**src/pkg/output_stage_pkg.sv**
```systemverilog
// shared constants for the output stage with delay, fault policy and override
`default_nettype none
package output_stage_pkg;
    // ------------------------------------------------------------------
    // channel layout
    // ------------------------------------------------------------------
    localparam int NUM_SE = 8;
    localparam int NUM_DIFF = 6;
    localparam int NUM_CH = NUM_SE + NUM_DIFF;
    localparam int LINKS = 4;
    localparam int WORD_W = 16;
    localparam int NUM_SSI = 2;
    localparam int MAX_STEP = 64;
    localparam int STEP_W = 7;
    localparam int UNIT_W = 4;
    localparam int NUM_UNITS = 9;
    localparam int ADDR_W = 12;

    // ------------------------------------------------------------------
    // register map (byte addresses)
    // ------------------------------------------------------------------
    localparam logic [ADDR_W-1:0] OVR_EN_OFS = 12'h000;
    localparam logic [ADDR_W-1:0] OVR_VAL_OFS = 12'h004;
    localparam logic [ADDR_W-1:0] MONITOR_OFS = 12'h008;
    localparam logic [ADDR_W-1:0] CHCFG_BASE_OFS = 12'h040;

    // channel config word fields
    localparam int POL_BIT = 0;
    localparam int STEP_LSB = 8;
    localparam int UNIT_LSB = 16;
    localparam int FAULT_LSB = 20;

    // ------------------------------------------------------------------
    // reset values
    // ------------------------------------------------------------------
    localparam logic POL_RESET = 1'b0;
    localparam logic [STEP_W-1:0] STEP_RESET = 7'h00;
    localparam logic [WORD_W-1:0] OVR_EN_RESET = 16'h0000;
    localparam logic [WORD_W-1:0] OVR_VAL_RESET = 16'h0000;

    typedef enum logic [UNIT_W-1:0] {
        UNIT_12NS5 = 4'h0,
        UNIT_25NS = 4'h1,
        UNIT_50NS = 4'h2,
        UNIT_100NS = 4'h3,
        UNIT_1US = 4'h4,
        UNIT_10US = 4'h5,
        UNIT_100US = 4'h6,
        UNIT_1MS = 4'h7,
        UNIT_SYNC = 4'h8
    } delay_unit_t;

    typedef enum logic [1:0] {
        FAULT_OFF = 2'h0,
        FAULT_ON = 2'h1,
        FAULT_HOLD = 2'h2
    } fault_policy_t;

    // ------------------------------------------------------------------
    // timing: unit times in ps, cycle counts derived from the clock period
    // ------------------------------------------------------------------
    localparam longint CLK_PERIOD_PS = 25000;
    localparam longint UNIT_50NS_PS = 50000;
    localparam longint UNIT_100NS_PS = 100000;
    localparam longint UNIT_1US_PS = 1000000;
    localparam longint UNIT_10US_PS = 10000000;
    localparam longint UNIT_100US_PS = 100000000;
    localparam longint UNIT_1MS_PS = 1000000000;
    localparam int CYC_50NS = int'(UNIT_50NS_PS / CLK_PERIOD_PS);
    localparam int CYC_100NS = int'(UNIT_100NS_PS / CLK_PERIOD_PS);
    localparam int CYC_1US = int'(UNIT_1US_PS / CLK_PERIOD_PS);
    localparam int CYC_10US = int'(UNIT_10US_PS / CLK_PERIOD_PS);
    localparam int CYC_100US = int'(UNIT_100US_PS / CLK_PERIOD_PS);
    localparam int CYC_1MS = int'(UNIT_1MS_PS / CLK_PERIOD_PS);
    localparam int TICK_CNT_W = 16;
endpackage : output_stage_pkg
`default_nettype wire

```
**src/verilog/output_stage_delay_force.sv**
```systemverilog
// output stage: link OR, polarity, programmable delay, fault policy, override, monitor
//
// Functional notes
// per-channel polarity select, pass or invert, non-inverting after reset
// per-channel step count 0 to 64, default 0, zero bypasses delay
// unit selectable 12.5ns up to 1ms or sync, default 12.5ns
// applied delay is unit time times step count on every transition
// sync unit forces one step, output changes only at each sync pulse
// without sync pulses a sync-unit channel keeps its output unchanged
// realised delay may deviate from nominal by up to one unit
// controller error applies per-channel policy: off, on or hold, default off
// the same policy applies while hardware logic control is stopped
// under fault policy the level ignores the polarity selection
// override-enable word, bit 1 enables override for its channel
// override-value word gives forced level, 1 on and 0 off
// overridden channel follows override value, linked inputs ignored
// monitor word reflects the actual state of every output terminal
// bits 0-7 single-ended, 8-13 differential, 14-15 read zero
// ssi clock routed to a differential channel whose settings lock to defaults
// each channel ORs all its linked internal signals first
// only differential outputs 0 and 1 may carry the ssi clock
// eight single-ended and six differential output channels
// differential legs are complements of the channel level
// delay as per-channel shift chain with unit-rate tick enables
//
// The register addresses and the APB register port were decided locally.
`timescale 1ns/1ps
`default_nettype none
module output_stage_delay_force #(
    parameter int MS_TICK_CYCLES = output_stage_pkg::CYC_1MS
) (
    input wire logic ref_clk,
    input wire logic srst,
    input wire logic clkEn,
    input wire logic psel,
    input wire logic penable,
    input wire logic pwrite,
    input wire logic [output_stage_pkg::ADDR_W-1:0] paddr,
    input wire logic [31:0] pwdata,
    output logic [31:0] prdata,
    output logic pready,
    output logic pslverr,
    input wire logic [output_stage_pkg::NUM_CH*output_stage_pkg::LINKS-1:0] linkSignals,
    input wire logic [output_stage_pkg::NUM_SSI-1:0] ssiPresent,
    input wire logic [output_stage_pkg::NUM_SSI-1:0] ssiClock,
    input wire logic syncPulse,
    input wire logic cpuError,
    input wire logic logicStop,
    output logic [output_stage_pkg::NUM_SE-1:0] seOut,
    output logic [output_stage_pkg::NUM_DIFF-1:0] diffOutP,
    output logic [output_stage_pkg::NUM_DIFF-1:0] diffOutN
);
    import output_stage_pkg::*;

    // ------------------------------------------------------------------
    // register storage
    // ------------------------------------------------------------------
    logic [NUM_CH-1:0] ovrEnable;
    logic [NUM_CH-1:0] ovrValue;
    logic [NUM_CH-1:0] cfgPol;
    logic [STEP_W-1:0] cfgStep [NUM_CH];
    logic [UNIT_W-1:0] cfgUnit [NUM_CH];
    logic [1:0] cfgFault [NUM_CH];
    logic [NUM_CH-1:0] pinLevel;

    // ------------------------------------------------------------------
    // apb decode
    // ------------------------------------------------------------------
    wire setupPhase = psel & ~penable;
    wire accessWrite = psel & penable & pwrite & clkEn;
    wire [ADDR_W-1:0] chOffset = paddr - CHCFG_BASE_OFS;
    wire [ADDR_W-3:0] chIndex = chOffset[ADDR_W-1:2];
    wire hitOvrEn = paddr == OVR_EN_OFS;
    wire hitOvrVal = paddr == OVR_VAL_OFS;
    wire hitMonitor = paddr == MONITOR_OFS;
    wire hitChCfg = (paddr >= CHCFG_BASE_OFS) && (paddr[1:0] == 2'b00) && (chIndex < NUM_CH[ADDR_W-3:0]);
    wire addrMapped = hitOvrEn | hitOvrVal | hitMonitor | hitChCfg;
    wire [3:0] chSel = chIndex[3:0];
    // monitor is read-only: a write to it is answered with an error
    wire badAccess = ~addrMapped | (pwrite & hitMonitor);

    // an out-of-range step is clamped so the delay tap can never run past the chain; bad unit or fault codes load 12.5 ns or off
    wire [STEP_W-1:0] wrStep = (pwdata[STEP_LSB +: STEP_W] > STEP_W'(MAX_STEP))
        ? STEP_W'(MAX_STEP) : pwdata[STEP_LSB +: STEP_W];
    wire [UNIT_W-1:0] wrUnit = (pwdata[UNIT_LSB +: UNIT_W] > UNIT_SYNC) ? UNIT_12NS5 : pwdata[UNIT_LSB +: UNIT_W];
    wire [1:0] wrFault = (pwdata[FAULT_LSB +: 2] > FAULT_HOLD) ? FAULT_OFF : pwdata[FAULT_LSB +: 2];

    wire [WORD_W-1:0] ovrEnWord = {2'b00, ovrEnable};
    wire [WORD_W-1:0] ovrValWord = {2'b00, ovrValue};
    wire [WORD_W-1:0] monitorWord = {2'b00, pinLevel};
    wire [31:0] chCfgWord = {10'h000, cfgFault[chSel], cfgUnit[chSel], 1'b0, cfgStep[chSel], 7'h00, cfgPol[chSel]};
    wire [31:0] readWord = hitOvrEn ? {16'h0000, ovrEnWord}
        : hitOvrVal ? {16'h0000, ovrValWord}
        : hitMonitor ? {16'h0000, monitorWord}
        : hitChCfg ? chCfgWord : 32'h0000_0000;

    // zero wait states: data is captured in the setup cycle so the access phase answers at once
    assign pready = 1'b1;

    always_ff @(posedge ref_clk) begin
        if (srst) begin
            prdata <= 32'h0000_0000;
            pslverr <= 1'b0;
        end else if (clkEn && setupPhase) begin
            prdata <= pwrite ? 32'h0000_0000 : readWord;
            pslverr <= badAccess;
        end
    end

    always_ff @(posedge ref_clk) begin
        if (srst) begin
            ovrEnable <= OVR_EN_RESET[NUM_CH-1:0];
            ovrValue <= OVR_VAL_RESET[NUM_CH-1:0];
        end else if (accessWrite) begin
            if (hitOvrEn) begin
                ovrEnable <= pwdata[NUM_CH-1:0];
            end
            if (hitOvrVal) begin
                ovrValue <= pwdata[NUM_CH-1:0];
            end
        end
    end

    // ------------------------------------------------------------------
    // sync pulse: pin synchroniser and rising-edge detect
    // ------------------------------------------------------------------
    logic syncMeta;
    logic syncStable;
    logic syncLast;

    always_ff @(posedge ref_clk) begin
        if (srst) begin
            syncMeta <= 1'b0;
            syncStable <= 1'b0;
            syncLast <= 1'b0;
        end else if (clkEn) begin
            syncMeta <= syncPulse;
            syncStable <= syncMeta;
            syncLast <= syncStable;
        end
    end

    wire syncEdge = syncStable & ~syncLast;

    // ------------------------------------------------------------------
    // unit tick enables
    // ------------------------------------------------------------------
    logic [NUM_UNITS-1:0] unitTick;

    // the clock is 25 ns, so both the 12.5 ns and 25 ns chains step every cycle
    assign unitTick[UNIT_12NS5] = 1'b1;
    assign unitTick[UNIT_25NS] = 1'b1;
    assign unitTick[UNIT_SYNC] = syncEdge;

    function automatic int unit_cycles(input int idx, input int msCycles);
        int cyc;
        cyc = msCycles;
        case (idx)
            2: cyc = CYC_50NS;
            3: cyc = CYC_100NS;
            4: cyc = CYC_1US;
            5: cyc = CYC_10US;
            6: cyc = CYC_100US;
            default: cyc = msCycles;
        endcase
        return cyc;
    endfunction : unit_cycles

    for (genvar u = UNIT_50NS; u <= UNIT_1MS; u++) begin : gen_prescale
        localparam logic [TICK_CNT_W-1:0] LAST = TICK_CNT_W'(unit_cycles(u, MS_TICK_CYCLES) - 1);
        logic [TICK_CNT_W-1:0] count;
        wire wrapNow = count == LAST;

        always_ff @(posedge ref_clk) begin
            if (srst) begin
                count <= '0;
            end else if (clkEn) begin
                count <= wrapNow ? '0 : count + 1'b1;
            end
        end

        assign unitTick[u] = wrapNow;
    end

    // ------------------------------------------------------------------
    // per-channel processing
    // ------------------------------------------------------------------
    wire faultActive = cpuError | logicStop;

    for (genvar c = 0; c < NUM_CH; c++) begin : gen_channel
        localparam int DIFF_IDX = c - NUM_SE;
        // only differential outputs 0 and 1 can take the ssi clock
        localparam bit SSI_CAPABLE = (c >= NUM_SE) && (DIFF_IDX < NUM_SSI);
        localparam int SSI_IDX = SSI_CAPABLE ? DIFF_IDX : 0;

        wire ssiLock = SSI_CAPABLE ? ssiPresent[SSI_IDX] : 1'b0;
        wire linkedOr = |linkSignals[c*LINKS +: LINKS];
        wire source = ssiLock ? ssiClock[SSI_IDX] : linkedOr;

        // a locked channel behaves as if polarity, step, unit and fault policy held their reset values
        wire pol = ssiLock ? POL_RESET : cfgPol[c];
        wire [STEP_W-1:0] step = ssiLock ? STEP_RESET : cfgStep[c];
        wire [UNIT_W-1:0] unit = ssiLock ? UNIT_12NS5 : cfgUnit[c];
        wire [1:0] policy = ssiLock ? FAULT_OFF : cfgFault[c];

        wire polarized = source ^ pol;

        logic [MAX_STEP-1:0] chain;
        wire chainTick = unitTick[unit];

        always_ff @(posedge ref_clk) begin
            if (srst) begin
                chain <= '0;
            end else if (clkEn && chainTick) begin
                chain <= {chain[MAX_STEP-2:0], polarized};
            end
        end

        // 12.5 ns steps run on the 25 ns chain: half the step count, rounded up
        wire [STEP_W-1:0] halfStep = STEP_W'((step + 1'b1) >> 1);
        wire isSync = unit == UNIT_SYNC;
        wire [STEP_W-1:0] tapSteps = isSync ? STEP_W'(1)
            : (unit == UNIT_12NS5) ? halfStep : step;
        wire [STEP_W-1:0] tapIdx = tapSteps - 1'b1;
        wire bypass = (step == STEP_RESET) && !isSync;
        wire delayed = bypass ? polarized : chain[tapIdx[5:0]];

        // policy level never passes through the polarity xor
        wire faultLevel = (policy == FAULT_ON) ? 1'b1
            : (policy == FAULT_HOLD) ? pinLevel[c] : 1'b0;
        wire nextLevel = faultActive ? faultLevel
            : ovrEnable[c] ? ovrValue[c] : delayed;

        always_ff @(posedge ref_clk) begin
            if (srst) begin
                pinLevel[c] <= 1'b0;
            end else if (clkEn) begin
                pinLevel[c] <= nextLevel;
            end
        end

        always_ff @(posedge ref_clk) begin
            if (srst) begin
                cfgPol[c] <= POL_RESET;
                cfgStep[c] <= STEP_RESET;
                cfgUnit[c] <= UNIT_12NS5;
                cfgFault[c] <= FAULT_OFF;
            end else if (accessWrite && hitChCfg && chSel == 4'(c)) begin
                cfgPol[c] <= pwdata[POL_BIT];
                cfgStep[c] <= wrStep;
                cfgUnit[c] <= wrUnit;
                cfgFault[c] <= wrFault;
            end
        end
    end

    // ------------------------------------------------------------------
    // terminals
    // ------------------------------------------------------------------
    assign seOut = pinLevel[NUM_SE-1:0];
    assign diffOutP = pinLevel[NUM_CH-1:NUM_SE];
    assign diffOutN = ~pinLevel[NUM_CH-1:NUM_SE];
endmodule : output_stage_delay_force
`default_nettype wire

```
**config.mk**
```make
export PLATFORM = sky130hd
export DESIGN_NAME = output_stage_delay_force
export DESIGN_NICKNAME = d
export VERILOG_FILES = /design/src/pkg/output_stage_pkg.sv /design/src/verilog/output_stage_delay_force.sv
export SDC_FILE = /design/constraint.sdc
export NUM_CORES = 2
export LEC_CHECK = 0
export BUFFER_PORTS_ARGS = -buffer_cell sky130_fd_sc_hd__buf_2
export CORE_ASPECT_RATIO = 1.4
export CORE_MARGIN = 2
export CORE_UTILIZATION = 35
export CTS_CLUSTER_DIAMETER = 200
export CTS_CLUSTER_SIZE = 40
export DETAILED_ROUTE_END_ITERATION = 7
export MAX_ROUTING_LAYER = met4
export PLACE_DENSITY = 0.53
export SETUP_SLACK_MARGIN = 0.15
export SYNTH_ARGS = -nofsm -noshare
export SYNTH_HDL_FRONTEND = slang
export SYNTH_SLANG_ARGS = --single-unit
```
**constraint.sdc**
```tcl
create_clock -name ref_clk -period 14 [get_ports ref_clk]
set_input_delay 2.8 -clock ref_clk [delete_from_list [all_inputs] [get_ports ref_clk]]
set_output_delay 2.8 -clock ref_clk [all_outputs]
set_load 0.005 [all_outputs]
```
==> impl_metrics.toml <==
[synth]
yosys.cell_types.count = 91
yosys.area_share.simple_pct = 13.77
synthArstFlopShare_pct = 0
synth-seq-area-share_pct = 44.62
synth_compound_area_share_pct = 4.711
synth-seq-cells = 1255
ys.flop_type = "dfxtp_1"
synth-xor-area-share_pct = 2.579
yosys-top-cells-area = "dfxtp_1, mux2i_1, mux4_2"
synthMuxAreaShare_pct = 29.71
synth_fa_ha_area_share_pct = 1.015
synth_cells = 5654
synth-edff-count = 182
syn_area_per_cell_um2 = 10.68
synth_top_area_share_pct = 35.57
synth_top_family_by_area = "multiplexers"
syn_area_mm2 = 0.06039
synth_top_cell_by_area = "dfxtp_1"
yosys_warnings = 0

[sta]
fin_crit_sh_pct = 45.14
rsz0062_at_grt = "no"
worst_pin_slew_ps = 1218
fin_skew_ps = 61.96
drv_slew = 0
min_period_ps = 6319
setup_viol = 0
setup_tns_ps = 0
slew_headroom_pct = 18.64
max_freq_mhz = 158.3
fin_ws_ps = 7681
hold_viol = 0

[worst_setup_path]
r2r_cells = 9
regToRegStartpoint = "cfgUnit[9][1]"
r2r-end = "diffOutP[1]"
arrival_ps = 6840
start_kind = "input pin"
cp_max_fo = 17
reg2reg_slack_ps = 9490
critPathKind = "input pin to flop"
cp.required_ps = 14520
crit_path_end_kind = "flop"

[route]
wirelength_mm = 146.3
antenna_left = 0
post_drt_wl_per_cell_um = 18.74
drtPass1Iterations = 6
vias_per_cell = 5.289
drc = 0
num_vias = 41290
drt_iter0_drc = 3006

[finish]
drive_above_1_share_pct = 12.46
nets = 5674
layout_common_cells = "nor2_1, dfxtp_1, mux2i_1, mux4_2, nand2_1"
nFillCells = 17100
layout_commonest_cell = "nor2_1"
final_util_pct = 37.21
areaGrowthSynthToFinish_pct = 5.749

[worst_hold_path]
hold_depth = 2
holdPathEnd = "gen_channel[10].chain[50]"
min_from = "gen_channel[10].chain[49]"
hold_path.class = "flop to flop"

[clock_network]
cts_root_buf = "clkbuf_16"
cts_setup_buffers = 0
cts_buffers = 37
clk_latency_ps = 700
cts.sinks = 1255
htreeDepth = 2
cts_tree = "yes"
cts-resized-gates = 0
clock_path_buffers = 3
clk_pin_slew_worst_paths_ps = 140
cts_hold_buf = 0

[power]
leakage_nw = 26.95
vdd_drop_max_mv = 0.1370
pwr_density_cell_mw_per_mm2 = 94.19

[global_route]
grt_max_degree = 105
gr-total-overflow = 0
grt_pass1_vias = 39400
grt_antenna_before_repair = 14
grt_usage_pct = 16.65
grt_pass1_wl_mm = 228.5

[die]
core-area_mm2 = 0.1716
fp.dieH_um = 495.5
rows = 180
start_util_pct = 35.19
io_pins = 167
die_w_um = 355.1
fp.dieArea_mm2 = 0.1759

[placement]
io_buffers = 143
dpl.hpwl_mm = 100.7
pre_cts_ws_ps = 6939
place.gp.congestion = 0.8719

[job]
drv_cap = 0

[run_status]
outcome = "finished clean"
==> critical path: stages <==
cell and delay [ps]:
buf_2 330, inv_2 70, nand2_1 150, inv_1 60, ha_1 230, mux2_2 270
a222oi_1 340, ha_1 900, mux4_2 610, mux4_2 490, mux2_2 290, a22oi_1 150
o221ai_1 120
==> cell families after synthesis <==
family | count (synthesis)
and+or+nand+nor | 1930
muxes | 1355
DFF | 1255
buffers and inverters | 495
AOI/OAI and AO/OA | 400
xor gates and xnor gates | 168
adders and majority gates | 49
other | 2
==> Yosys cell counts, types with 20 or more instances <==
cell / count
clkbuf_1: 231
o21ai_0: 65
nor3_1: 39
a21oi_1: 69
nor4_1: 38
ha_1: 49
or3_1: 31
a22oi_1: 29
xor2_1: 78
nor2_1: 1336
nand3_1: 89
buf_4: 46
dfxtp_1: 1073
mux4_2: 342
nand4_1: 52
and3_1: 35
buf_2: 84
a2111oi_0: 21
a211oi_1: 31
inv_1: 102
nand2_1: 187
mux2_2: 26
nand3b_1: 20
buf_1: 25
mux2i_1: 982
xnor2_1: 80
edfxtp_1: 182
==> sequential cells by signal (all words and copies together) (netlist names) <==
register,cells
prdata,21
cfgFault,28
diffOutP,6
syncMeta,1
ovrValue,14
gen_channel.chain,896
gen_channel.pol,12
gen_prescale.count,96
syncLast,1
syncStable,1
ovrEnable,14
pslverr,1
seOut,8
cfgUnit,56
cfgStep,98
cfgPol,2
==> report_power, final <==
| part | switching, W | internal, W |
|---|---|---|
| sequential | 0.0000681 | 0.00369 |
| clock | 0.00109 | 0.000501 |
| combinational | 0.000404 | 0.000257 |
==> worst max-delay path by stage <==
stage | endpoint | slack (ps) | cells past startpoint | start
floorplan | diffOutP[1] | 6910 | 15 | ssiPresent[1]
global placement | diffOutP[1] | 6990 | 13 | ssiPresent[1]
detailed placement | diffOutP[1] | 6940 | 13 | ssiPresent[1]
CTS | diffOutP[1] | 7670 | 13 | ssiPresent[1]
global route | diffOutP[1] | 7410 | 13 | ssiPresent[1]
finish | diffOutP[1] | 7680 | 13 | ssiPresent[1]
==> layer usage <==
layer	up-vias	wire (um)	global-route usage, %
met1	20490	64200	21.58
met4	0	2698	3.559
li1	19830	-	-
met5	-	0	-
met3	136	7902	2.013
met2	832	71450	27.89
==> layout make-up <==
class	count	area [um2]	share of cell area, %
antenna	9	22.52	0.03526
clock inverter	3	47.55	0.07445
clock buffer	46	959.7	1.503
multi-input combinational	3914	31500	49.32
tap	2275	2846	4.457
sequential	1255	26950	42.19
inverter	105	394.1	0.6171
timing repair buffer	199	1154	1.806
==> stage by stage <==
| stage | total power, W | hold WS, ps | instance area (um2) | instances |
|---|---|---|---|---|
| after detailed placement | 0.004507 | 482.5 | 62840 | 7748 |
| after global routing | 0.006270 | 520.8 | 63860 | 7805 |
| final | 0.006015 | 499.9 | 63870 | 7806 |
| after global placement | 0.004502 | 464.7 | 62840 | 7748 |
| after floorplan | 0.004304 | 454.6 | 60430 | 5664 |
| after CTS | 0.006116 | 502.6 | 63840 | 7797 |
Power figures use the tool's default switching activity.
